### src/fe_cfg.svh
/*
 * Constants of the two-wire slave front end: register offsets, field positions,
 * reset values and bit counts.
 * Assumes it is included by its bare name from every design file that needs it.
 */
`ifndef FE_CFG_SVH
`define FE_CFG_SVH

// ----------------------------------------------------------------------------
// Register offsets (byte addresses)
// ----------------------------------------------------------------------------
`define FE_OFS_CTRL 8'h00
`define FE_OFS_STATUS 8'h04
`define FE_OFS_ADDRWORD 8'h08
`define FE_OFS_RXDATA 8'h0c
`define FE_OFS_TXDATA 8'h10

// ----------------------------------------------------------------------------
// Field positions and reset values
// ----------------------------------------------------------------------------
`define FE_CTRL_EN_BIT 0
`define FE_CTRL_RESET 1'b1
`define FE_ST_STATE_LSB 0
`define FE_ST_DIR_BIT 3
`define FE_ST_WP_BIT 4
`define FE_ST_STICKY_LSB 8
`define FE_TX_RESET 8'hff
`define FE_BYTE_RESET 8'h00
// Idle bus reads high on both wires, straps and protect low
`define FE_PIN_RESET 6'h03

// ----------------------------------------------------------------------------
// Serial framing
// ----------------------------------------------------------------------------
`define FE_BITS_PER_BYTE 4'h8
// Arbitrary neutral device type code
`define FE_TYPE_CODE_DEFAULT 4'h5

`endif

### src/fe_pkg.sv
/*
 * Types shared by the front end: bus states, pin bundle, bus events, sticky flags.
 * Assumes nothing of its surroundings.
 */
package fe_pkg;

    // ------------------------------------------------------------------------
    // Bus sequencer states
    // ------------------------------------------------------------------------
    typedef enum logic [2:0] {
        ST_IDLE = 3'b000,
        ST_ADDR = 3'b001,
        ST_ADDR_ACK = 3'b010,
        ST_WR_BYTE = 3'b011,
        ST_WR_ACK = 3'b100,
        ST_RD_BYTE = 3'b101,
        ST_RD_ACK = 3'b110
    } bus_state_e;

    // Pins from outside the clock domain
    typedef struct packed {
        logic [2:0] strap;
        logic wp;
        logic sda;
        logic scl;
    } pins_s;

    // Decoded bus events, one-cycle pulses
    typedef struct packed {
        logic rise;
        logic fall;
        logic start;
        logic stop;
    } bus_evt_s;

    // Sticky status flags
    typedef struct packed {
        logic rxNew;
        logic blocked;
        logic matched;
    } sticky_s;

endpackage : fe_pkg

### src/i2c_slave_addr_frontend.sv
/*
 * Two-wire bus slave front end: start/stop detection, address word decode,
 * acknowledge handling, byte receive and transmit, write protect, APB registers.
 * Assumes an external master drives the serial clock; pad pull-downs present
 * open strap and protect pins as low; APB master on the same clock.
 */
// Functional notes
// - Sample on clock rise, change after fall.
// - Data changes only while clock low.
// - Data falling while clock high is start.
// - Data rising while clock high: stop, standby.
// - Ready immediately after stop, no wait.
// - Receiver pulls data low on ninth clock.
// - Transmitter releases data on ninth clock.
// - Stop before acknowledge abandons, enters standby.
// - After not-acknowledge, release the bus.
// - Address word: type, select, direction.
// - Upper four bits must match type code.
// - Select code must equal strap pins.
// - Open strap pins read as low.
// - Write protect high blocks all writes.
// - Reads always allowed regardless of protect.
// - Open protect pin reads low, writable.
// - Open-drain data: pull low or release.
// - Pure slave, never initiates, waits selection.
// - Select bits sent MSB first, 2-1-0.
// - Last address bit: zero write, one read.
// - Mismatch means standby and no acknowledge.
// - Matching address acknowledged on ninth bit.
`timescale 1ns/1ps
`include "fe_cfg.svh"
module i2c_slave_addr_frontend
    import fe_pkg::*;
#(
    parameter logic [3:0] TYPE_CODE = `FE_TYPE_CODE_DEFAULT
) (
    input wire logic clock, // System clock
    input wire logic rst_b, // Async reset, active low
    input wire logic [7:0] paddr, // APB address
    input wire logic psel, // APB select
    input wire logic penable, // APB enable
    input wire logic pwrite, // APB direction
    input wire logic [31:0] pwdata, // APB write data
    output logic [31:0] prdata, // APB read data
    output logic pready, // APB ready
    output logic pslverr, // APB error
    input wire logic sclIn, // Serial clock pin
    input wire logic sdaIn, // Serial data pin level
    output logic sdaOut, // Serial data drive value
    output logic sdaOe, // Serial data pull-down enable
    input wire logic strapSelBit0, // Select strap bit 0
    input wire logic strapSelBit1, // Select strap bit 1
    input wire logic strapSelBit2, // Select strap bit 2
    input wire logic wpIn, // Write protect pin
    output logic [7:0] rxByteOut, // Last accepted write byte
    output logic rxStrobe, // Write byte received
    output logic rxWriteEn // Write byte may be stored
);

    // ------------------------------------------------------------------------
    // Declarations
    // ------------------------------------------------------------------------
    pins_s pinsRaw;
    pins_s pins;
    logic prevScl;
    logic prevSda;
    bus_evt_s evt;
    bus_state_e state;
    bus_state_e next_state;
    logic seenRise;
    logic masterAck;
    logic dirRead;
    logic [7:0] addrWord;
    logic [7:0] rxData;
    logic [7:0] txData;
    logic ctrlEnable;
    sticky_s sticky;
    sticky_s stickySet;
    sticky_s stickyClr;
    logic [7:0] rxByte;
    logic txBit;
    logic [3:0] bitCount;

    // ------------------------------------------------------------------------
    // Pin synchronisation
    // ------------------------------------------------------------------------
    // Open pins arrive low through pad pull-downs
    assign pinsRaw = {strapSelBit2, strapSelBit1, strapSelBit0, wpIn, sdaIn, sclIn};

    fe_pin_sync #(
        .WIDTH(6),
        .RESET_VAL(`FE_PIN_RESET)
    ) u_sync (
        .clock(clock),
        .rst_b(rst_b),
        .asyncIn(pinsRaw),
        .syncOut(pins)
    );

    // Previous synchronised wire levels for edge finding
    always_ff @(posedge clock or negedge rst_b) begin
        if (!rst_b) begin
            prevScl <= 1'b1;
            prevSda <= 1'b1;
        end else begin
            prevScl <= pins.scl;
            prevSda <= pins.sda;
        end
    end

    // ------------------------------------------------------------------------
    // Bus event decode
    // ------------------------------------------------------------------------
    // Data sampled on clock rise, output moved after fall
    assign evt.rise = pins.scl & ~prevScl;
    assign evt.fall = ~pins.scl & prevScl;
    // Data edge with clock held high marks start or stop
    assign evt.start = pins.scl & prevScl & prevSda & ~pins.sda;
    assign evt.stop = pins.scl & prevScl & ~prevSda & pins.sda;

    // ------------------------------------------------------------------------
    // Group and address decode
    // ------------------------------------------------------------------------
    wire byteDone = (bitCount == `FE_BITS_PER_BYTE) & evt.fall;
    // Type code in upper nibble
    wire typeHit = rxByte[7:4] == TYPE_CODE;
    // Select bits arrive strap 2, 1, 0 in that order
    wire selHit = rxByte[3:1] == pins.strap;
    wire addrHit = typeHit & selHit & ctrlEnable;
    // Direction bit, one requests a read
    wire rwBit = rxByte[0];
    wire inAck = (state == ST_ADDR_ACK) | (state == ST_WR_ACK) | (state == ST_RD_ACK);
    wire ackDone = inAck & seenRise & evt.fall;
    wire shiftIn = evt.rise & ((state == ST_ADDR) | (state == ST_WR_BYTE) | (state == ST_RD_BYTE));
    wire loadTx = ackDone & (((state == ST_ADDR_ACK) & dirRead) | ((state == ST_RD_ACK) & masterAck));
    wire shiftTx = (state == ST_RD_BYTE) & evt.fall & (bitCount != 4'h0) & ~byteDone;
    wire clearCnt = evt.start | ackDone;
    wire wrByteDone = (state == ST_WR_BYTE) & byteDone;

    fe_bit_shifter #(
        .CNT_W(4)
    ) u_shift (
        .clock(clock),
        .rst_b(rst_b),
        .clearCnt(clearCnt),
        .sampleEn(shiftIn),
        .bitIn(pins.sda),
        .loadEn(loadTx),
        .loadByte(txData),
        .shiftEn(shiftTx),
        .rxByte(rxByte),
        .txBit(txBit),
        .bitCount(bitCount)
    );

    // ------------------------------------------------------------------------
    // Bus sequencer
    // ------------------------------------------------------------------------
    // Next state; stop and start override every state
    always_comb begin
        next_state = state;
        case (state)
            ST_IDLE: begin
                next_state = ST_IDLE; // Only a start leaves standby
            end
            ST_ADDR: begin
                if (byteDone) begin
                    next_state = addrHit ? ST_ADDR_ACK : ST_IDLE;
                end
            end
            ST_ADDR_ACK: begin
                if (ackDone) begin
                    next_state = dirRead ? ST_RD_BYTE : ST_WR_BYTE;
                end
            end
            ST_WR_BYTE: begin
                if (byteDone) begin
                    next_state = ST_WR_ACK;
                end
            end
            ST_WR_ACK: begin
                if (ackDone) begin
                    next_state = ST_WR_BYTE;
                end
            end
            ST_RD_BYTE: begin
                if (byteDone) begin
                    next_state = ST_RD_ACK; // Release for master answer
                end
            end
            ST_RD_ACK: begin
                if (ackDone) begin
                    // Not-acknowledge releases and waits stop or start
                    next_state = masterAck ? ST_RD_BYTE : ST_IDLE;
                end
            end
            default: begin
                next_state = ST_IDLE;
            end
        endcase
        if (evt.stop) begin
            next_state = ST_IDLE; // Standby at once, no busy time
        end
        if (evt.start) begin
            next_state = ST_ADDR; // Start or repeated start
        end
    end

    // State register
    always_ff @(posedge clock or negedge rst_b) begin
        if (!rst_b) begin
            state <= ST_IDLE;
        end else begin
            state <= next_state;
        end
    end

    // Ninth-clock tracking and master acknowledge capture
    always_ff @(posedge clock or negedge rst_b) begin
        if (!rst_b) begin
            seenRise <= 1'b0;
            masterAck <= 1'b0;
        end else begin
            seenRise <= inAck & (seenRise | evt.rise) & ~ackDone & ~evt.start & ~evt.stop;
            if ((state == ST_RD_ACK) & evt.rise) begin
                masterAck <= ~pins.sda;
            end
        end
    end

    // Address word capture and direction
    always_ff @(posedge clock or negedge rst_b) begin
        if (!rst_b) begin
            addrWord <= `FE_BYTE_RESET;
            dirRead <= 1'b0;
        end else if ((state == ST_ADDR) & byteDone) begin
            addrWord <= rxByte;
            dirRead <= rwBit;
        end
    end

    // ------------------------------------------------------------------------
    // Data wire drive
    // ------------------------------------------------------------------------
    // Only ever pulls low, decoded from registers
    assign sdaOut = 1'b0;
    // Acknowledge low on ninth clock, read bits while reading
    assign sdaOe = (state == ST_ADDR_ACK) | (state == ST_WR_ACK) | ((state == ST_RD_BYTE) & ~txBit);

    // ------------------------------------------------------------------------
    // Received write data
    // ------------------------------------------------------------------------
    // Protect high keeps the byte from storage
    always_ff @(posedge clock or negedge rst_b) begin
        if (!rst_b) begin
            rxData <= `FE_BYTE_RESET;
            rxStrobe <= 1'b0;
            rxWriteEn <= 1'b0;
        end else begin
            rxStrobe <= wrByteDone;
            rxWriteEn <= wrByteDone & ~pins.wp;
            if (wrByteDone & ~pins.wp) begin
                rxData <= rxByte;
            end
        end
    end

    assign rxByteOut = rxData;

    // ------------------------------------------------------------------------
    // APB decode
    // ------------------------------------------------------------------------
    wire selCtrl = paddr == `FE_OFS_CTRL;
    wire selStatus = paddr == `FE_OFS_STATUS;
    wire selAddr = paddr == `FE_OFS_ADDRWORD;
    wire selRx = paddr == `FE_OFS_RXDATA;
    wire selTx = paddr == `FE_OFS_TXDATA;
    wire mapped = selCtrl | selStatus | selAddr | selRx | selTx;
    wire setupPhase = psel & ~penable;
    wire wrAccess = psel & penable & pwrite & mapped;
    wire [31:0] statusWord = {21'h0, sticky, 3'h0, pins.wp, dirRead, state};
    wire [31:0] readMux = selCtrl ? {31'h0, ctrlEnable} :
                          selStatus ? statusWord :
                          selAddr ? {24'h000000, addrWord} :
                          selRx ? {24'h000000, rxData} :
                          selTx ? {24'h000000, txData} : 32'h00000000;

    // Zero-wait slave; unmapped address answers with an error
    assign pready = 1'b1;
    assign pslverr = psel & penable & ~mapped;

    // Read data captured in the setup cycle
    always_ff @(posedge clock or negedge rst_b) begin
        if (!rst_b) begin
            prdata <= 32'h00000000;
        end else if (setupPhase) begin
            prdata <= readMux;
        end
    end

    // ------------------------------------------------------------------------
    // Software registers
    // ------------------------------------------------------------------------
    // Enable steers address acceptance; transmit byte feeds reads
    always_ff @(posedge clock or negedge rst_b) begin
        if (!rst_b) begin
            ctrlEnable <= `FE_CTRL_RESET;
            txData <= `FE_TX_RESET;
        end else if (wrAccess) begin
            if (selCtrl) begin
                ctrlEnable <= pwdata[`FE_CTRL_EN_BIT];
            end
            if (selTx) begin
                txData <= pwdata[7:0];
            end
        end
    end

    // Sticky flags: write one clears, a new event wins over the clear
    assign stickySet.matched = (state == ST_ADDR) & byteDone & addrHit;
    assign stickySet.blocked = wrByteDone & pins.wp;
    assign stickySet.rxNew = wrByteDone & ~pins.wp;
    assign stickyClr = (wrAccess & selStatus) ? pwdata[`FE_ST_STICKY_LSB +: 3] : 3'h0;

    always_ff @(posedge clock or negedge rst_b) begin
        if (!rst_b) begin
            sticky <= 3'h0;
        end else begin
            sticky <= (sticky & ~stickyClr) | stickySet;
        end
    end

    // ------------------------------------------------------------------------
    // Assertions
    // ------------------------------------------------------------------------
    a_drive_only_low: assert property (@(posedge clock) disable iff (!rst_b)
        sdaOut == 1'b0)
        else $error("data wire driven high");

    a_idle_stays_quiet: assert property (@(posedge clock) disable iff (!rst_b)
        (state == ST_IDLE) |-> !sdaOe)
        else $error("data driven while in standby");

    a_stop_to_idle: assert property (@(posedge clock) disable iff (!rst_b)
        (evt.stop && !evt.start) |=> (state == ST_IDLE) && !sdaOe)
        else $error("stop did not return to standby");

    a_start_to_addr: assert property (@(posedge clock) disable iff (!rst_b)
        evt.start |=> (state == ST_ADDR) && (bitCount == 4'h0))
        else $error("start did not open address reception");

    a_oe_after_fall: assert property (@(posedge clock) disable iff (!rst_b)
        $changed(sdaOe) |-> ($past(evt.fall) || $past(evt.start) || $past(evt.stop)))
        else $error("data drive moved without clock fall");

    a_mismatch_no_ack: assert property (@(posedge clock) disable iff (!rst_b)
        ((state == ST_ADDR) && byteDone && !addrHit && !evt.start) |=> (state == ST_IDLE) [*2])
        else $error("mismatched address not dropped");

    a_match_acks: assert property (@(posedge clock) disable iff (!rst_b)
        ((state == ST_ADDR) && byteDone && addrHit) |=> sdaOe && (state == ST_ADDR_ACK))
        else $error("matching address not acknowledged");

    a_nack_release: assert property (@(posedge clock) disable iff (!rst_b)
        ((state == ST_RD_ACK) && ackDone && !masterAck && !evt.start) |=> !sdaOe && (state == ST_IDLE))
        else $error("bus not released after not-acknowledge");

    a_read_ack_free: assert property (@(posedge clock) disable iff (!rst_b)
        (state == ST_RD_ACK) |-> !sdaOe)
        else $error("transmitter held data on ninth clock");

    a_wp_blocks_write: assert property (@(posedge clock) disable iff (!rst_b)
        (wrByteDone && pins.wp) |=> !rxWriteEn && $stable(rxData) && sticky.blocked)
        else $error("protected write was accepted");

    a_write_ack_next: assert property (@(posedge clock) disable iff (!rst_b)
        (wrByteDone && !evt.start && !evt.stop) |=> sdaOe ##1 1'b1)
        else $error("received byte not acknowledged");

    a_read_ignores_wp: assert property (@(posedge clock) disable iff (!rst_b)
        ((state == ST_ADDR_ACK) && ackDone && dirRead && !evt.start && !evt.stop) |=> (state == ST_RD_BYTE))
        else $error("read refused");

endmodule : i2c_slave_addr_frontend

### src/fe_pin_sync.sv
/*
 * Two-flop synchroniser for a bundle of asynchronous pins.
 * Assumes every bit is a level; only the second stage is read outside.
 */
`timescale 1ns/1ps
module fe_pin_sync #(
    parameter int WIDTH = 6,
    parameter logic [WIDTH-1:0] RESET_VAL = '0
) (
    input wire logic clock, // System clock
    input wire logic rst_b, // Async reset, active low
    input wire logic [WIDTH-1:0] asyncIn, // Raw pin levels
    output logic [WIDTH-1:0] syncOut // Synchronised levels
);

    // ------------------------------------------------------------------------
    // One pair of flops per bit
    // ------------------------------------------------------------------------
    genvar i;
    generate
        for (i = 0; i < WIDTH; i++) begin : g_bit
            logic stage1;
            // First stage feeds only the second
            always_ff @(posedge clock or negedge rst_b) begin
                if (!rst_b) begin
                    stage1 <= RESET_VAL[i];
                    syncOut[i] <= RESET_VAL[i];
                end else begin
                    stage1 <= asyncIn[i];
                    syncOut[i] <= stage1;
                end
            end
        end
    endgenerate

endmodule : fe_pin_sync

### src/fe_bit_shifter.sv
/*
 * Bit counter with receive and transmit shift registers, MSB first.
 * Assumes strobes are one-cycle pulses on the system clock.
 */
`timescale 1ns/1ps
`include "fe_cfg.svh"
module fe_bit_shifter #(
    parameter int CNT_W = 4
) (
    input wire logic clock, // System clock
    input wire logic rst_b, // Async reset, active low
    input wire logic clearCnt, // Restart bit count
    input wire logic sampleEn, // Take bitIn, count one
    input wire logic bitIn, // Sampled data bit
    input wire logic loadEn, // Load transmit byte
    input wire logic [7:0] loadByte, // Byte to transmit
    input wire logic shiftEn, // Present next transmit bit
    output logic [7:0] rxByte, // Received byte
    output logic txBit, // Current transmit bit
    output logic [CNT_W-1:0] bitCount // Bits taken since clear
);

    logic [7:0] txShift;

    // Count bits of the current group
    always_ff @(posedge clock or negedge rst_b) begin
        if (!rst_b) begin
            bitCount <= '0;
        end else if (clearCnt) begin
            bitCount <= '0;
        end else if (sampleEn) begin
            bitCount <= CNT_W'(bitCount + 1'b1);
        end
    end

    // Shift in on sample, shift out on request
    always_ff @(posedge clock or negedge rst_b) begin
        if (!rst_b) begin
            rxByte <= `FE_BYTE_RESET;
            txShift <= `FE_TX_RESET;
        end else begin
            if (sampleEn) begin
                rxByte <= {rxByte[6:0], bitIn};
            end
            if (loadEn) begin
                txShift <= loadByte;
            end else if (shiftEn) begin
                txShift <= {txShift[6:0], 1'b1};
            end
        end
    end

    assign txBit = txShift[7];

endmodule : fe_bit_shifter

### config.mk
export PLATFORM = sky130hd
export DESIGN_NAME = i2c_slave_addr_frontend
export DESIGN_NICKNAME = d
export VERILOG_FILES = /design/src/fe_pkg.sv /design/src/i2c_slave_addr_frontend.sv /design/src/fe_pin_sync.sv /design/src/fe_bit_shifter.sv
export VERILOG_INCLUDE_DIRS = /design/src
export SDC_FILE = /design/constraint.sdc
export NUM_CORES = 1
export LEC_CHECK = 0
export BUFFER_PORTS_ARGS = -buffer_cell sky130_fd_sc_hd__buf_2
export CAP_MARGIN = 20
export CORE_MARGIN = 4
export CORE_UTILIZATION = 43
export CTS_CLUSTER_DIAMETER = 30
export DETAILED_ROUTE_END_ITERATION = 8
export PLACE_DENSITY = 0.71
export SYNTH_ARGS = -nofsm -noshare
export SYNTH_HDL_FRONTEND = slang
export SYNTH_SLANG_ARGS = --single-unit
### constraint.sdc
create_clock -name clock -period 1.68 [get_ports clock]
set_clock_uncertainty 0.05 [all_clocks]
set_input_delay 0 -clock clock [delete_from_list [all_inputs] [get_ports clock]]
set_output_delay 0 -clock clock [all_outputs]
set_load 0.05 [all_outputs]
==> impl_metrics.env <==
export IMPL_hold_violations=0
export IMPL_cts_root_buf="clkbuf_8"
export IMPL_area_growth_pct=27.4
export IMPL_yosys_area_share_simple_pct=14.1
export IMPL_fin_ws_ps=-168
export IMPL_critPathMaxFanout=5
export IMPL_vias_per_cell=5.31
export IMPL_power_share_clock_pct=39.7
export IMPL_ys_seq_area_share_pct=52.3
export IMPL_synth_largest_area_cell="dfrtp_1"
export IMPL_synth_xor_area_share_pct=1.80
export IMPL_grt_max_degree=81
export IMPL_grt_pass1_vias=2777
export IMPL_violations="negative setup slack"
export IMPL_timing_fmax_ghz=0.541
export IMPL_muxShareOfSynthArea_pct=11.8
export IMPL_worstHoldEndpoint="prdata[0]"
export IMPL_critical_path_class="register to register"
export IMPL_die_width_um=103
export IMPL_required_ps=1870
export IMPL_synth_fa_ha_area_share_pct=0.645
export IMPL_htree_levels=3
export IMPL_synthTopCellsByArea="dfrtp_1 (37%), dfstp_2 (16%), mux2_2 (6.1%)"
export IMPL_synth_edf_count=0
export IMPL_yosys_register_bits=80
export IMPL_gp_congestion=0.887
export IMPL_rrSetupSlack_ps=-170
export IMPL_cp_arrival_ps=2040
export IMPL_cts_tree="done"
export IMPL_reg2reg_from="u_shift.bitCount[0]"
export IMPL_rsz0062_at_grt="true"
export IMPL_io_pins=97
export IMPL_start_util_pct=44.3
export IMPL_firstDrtPassIters=4
export IMPL_p_sw_mw=1.03
export IMPL_ys_warn_count=0
export IMPL_powerDensity_nw_per_um2=827
export IMPL_antennaDiodeCount=0
export IMPL_overflow=0
export IMPL_final_util_pct=56.4
export IMPL_io_buffers=52
export IMPL_hold_start="paddr[3]"
export IMPL_ir_drop_mv=0.523
export IMPL_synth_area_per_cell_um2=11.8
export IMPL_slew_headroom_pct=65.2
export IMPL_fin_tns_setup_ps=-2340
export IMPL_drt_iter0_markers=192
export IMPL_power_frac_seq_pct=49.2
export IMPL_ys_async_sr_fraction_pct=100
export IMPL_dpl_hpwl_um=6230
export IMPL_worstHoldPathType="input port to register"
export IMPL_num_rows=34
export IMPL_grt_pass1_wl_um=14200
export IMPL_synth_ff_type="dfrtp_1"
export IMPL_clk_pin_slew_ps=80
export IMPL_netSwitchingFraction_pct=25.2
export IMPL_endpoint_kind="register"
export IMPL_cap_viol_max_count=0
export IMPL_vias=2898
export IMPL_grt_usage_pct=17.6
export IMPL_tightest_slew_ps=517
export IMPL_antenna_found_initial=0
export IMPL_die_area_um2=10600
export IMPL_netlist_instances=330
export IMPL_drc=0
export IMPL_wl_per_cell_um=16.5
export IMPL_finalSetupViolCount=19
export IMPL_holdWs_ps=21.2
export IMPL_final_max_slew_viol_count=0
export IMPL_drive_gt1_share_pct=40.2
export IMPL_numCtsBuffers=9
export IMPL_core_um2=8760
export IMPL_status="finished with violations"
export IMPL_start_kind="register"
export IMPL_yosysTopAreaCellShare_pct=36.7
export IMPL_rr_worst_depth=7
export IMPL_p_comb_share_pct=11.1
export IMPL_finalCriticalPeriod_ps=1850
export IMPL_synth_area_um2=3880
export IMPL_hold_path_depth=3
export IMPL_period_share_pct=110
export IMPL_synth_compound_area_share_pct=12.4
export IMPL_power_internal_mw=3.06
export IMPL_wirelength_um=8990
export IMPL_cts_sinks=80
export IMPL_die_y_um=103
export IMPL_reg2reg_to="rxByteOut[6]"
export IMPL_ys_types=61
export IMPL_critPathLaunch="u_shift.bitCount[0]"
export IMPL_clock_latency_ps=360
export IMPL_leakage_nw=2.43
export IMPL_ant_nets=0
export IMPL_synth_top_family_by_area="simple AND/OR/NAND/NOR gates"
export IMPL_nets=486
export IMPL_clockBufferDepth=2
-- power groups by stage --
| stage | registers, mW | clock network (mW) | logic [mW] |
|---|---|---|---|
| floorplan | 2.05 | 0 | 0.268 |
| global placement | 2.04 | 0 | 0.381 |
| detailed placement | 2.05 | 0 | 0.389 |
| CTS | 2.01 | 1.65 | 0.440 |
| global route | 2.02 | 1.74 | 0.492 |
| finish | 2.01 | 1.62 | 0.452 |
-- worst max-delay path by stage --
stage          slack, ps      endpoint  depth (start not counted)
3_3_place_gp        -120  rxByteOut[4]                          7
2_1_floorplan       -130  rxByteOut[0]                          7
6_report            -170  rxByteOut[6]                          7
3_5_place_dp        -170  rxByteOut[6]                          7
5_1_grt             -210  rxByteOut[6]                          7
4_1_cts             -110  rxByteOut[6]                          7
-- kinds of logic after synthesis --
family	after synthesis
compound gates	64
xor+xnor	8
fa+ha+maj	2
buf+inv	41
flops	80
mux	41
other cells	2
simple gates	92
-- per-layer routing --
metal	global-route usage, %	part of all wire, %
met4	6.67	1.4
met5	0	0
met1	24.1	45
met3	3.86	6.0
met2	27.2	48
-- cell usage after synthesis (all sizes together) (2+ instances only) --
cell and instances:
dfrtp 57, mux2 37, buf 30, dfstp 23, nand3 23, nand2 20
a21o 14, o21ai 13, a22o 10, nor2 9, nor2b 8, clkbuf 7
nand2b 6, xor2 5, a2111oi 4, a311oi 4, inv 4, mux2i 4
nor3 4, a221oi 3, and3 3, nand4 3, nor3b 3, xnor2 3
a31oi 2, conb 2, ha 2, nor4 2, o22ai 2, o2bb2ai 2
-- layout make-up --
type	instances	area (um^2)
repair buffers	108	793
fillers	762	3820
clock inverters	4	76.3
inverters	4	15.0
flip-flops and latches	80	2030
multi-input cells	230	1740
clock buffers	12	155
well taps	108	135
-- critical path, stage by stage, from the launching register on --
cell and delay [ps]:
dfrtp_1 410, inv_2 90, ha_4 120, and4bb_1 210, and4_4 210, nor2b_4 170, buf_6 160, mux2_4 300
-- state kept, by name, indices dropped and copies added (netlist names), 3 cells and up --
signal	flops
rxByteOut	8
state	3
statusWord	3
prdata	11
txData	8
u_shift.rxByte	8
u_shift.txShift	8
u_sync.g_bit.stage1	6
u_sync.syncOut	6
addrWord	8
u_shift.bitCount	4
-- placed cells by master, fill, tap and decap left out, drive strengths merged, types with 12 or more instances in the layout --
cell type    instances
buf                 89
dfrtp               57
mux2                37
conb                23
dfstp               23
nand3               23
nand2               20
dlygate4sd3         19
a21o                14
o21ai               13
clkbuf              12
-- metrics by stage --
stage / power [mW] / cells / worst slack (ps) / area, um^2
after floorplan: 2.32 / 351 / -126 / 3960
after global placement: 2.43 / 503 / -119 / 4350
after detailed placement: 2.43 / 503 / -170 / 4350
after CTS: 4.10 / 543 / -111 / 4890
after global routing: 4.25 / 546 / -214 / 4940
final: 4.09 / 546 / -168 / 4940
-- timing repair --
item                                    4_1_cts  5_1_grt
hold endpoints to repair                    102        0
resized for setup                            22       11
endpoints found under the setup margin       24       37
buffers inserted                              4        4
pin swaps                                     2        5
cloned                                        1        1
hold buffers                                 19        0
(Power assumes the default switching activity.)
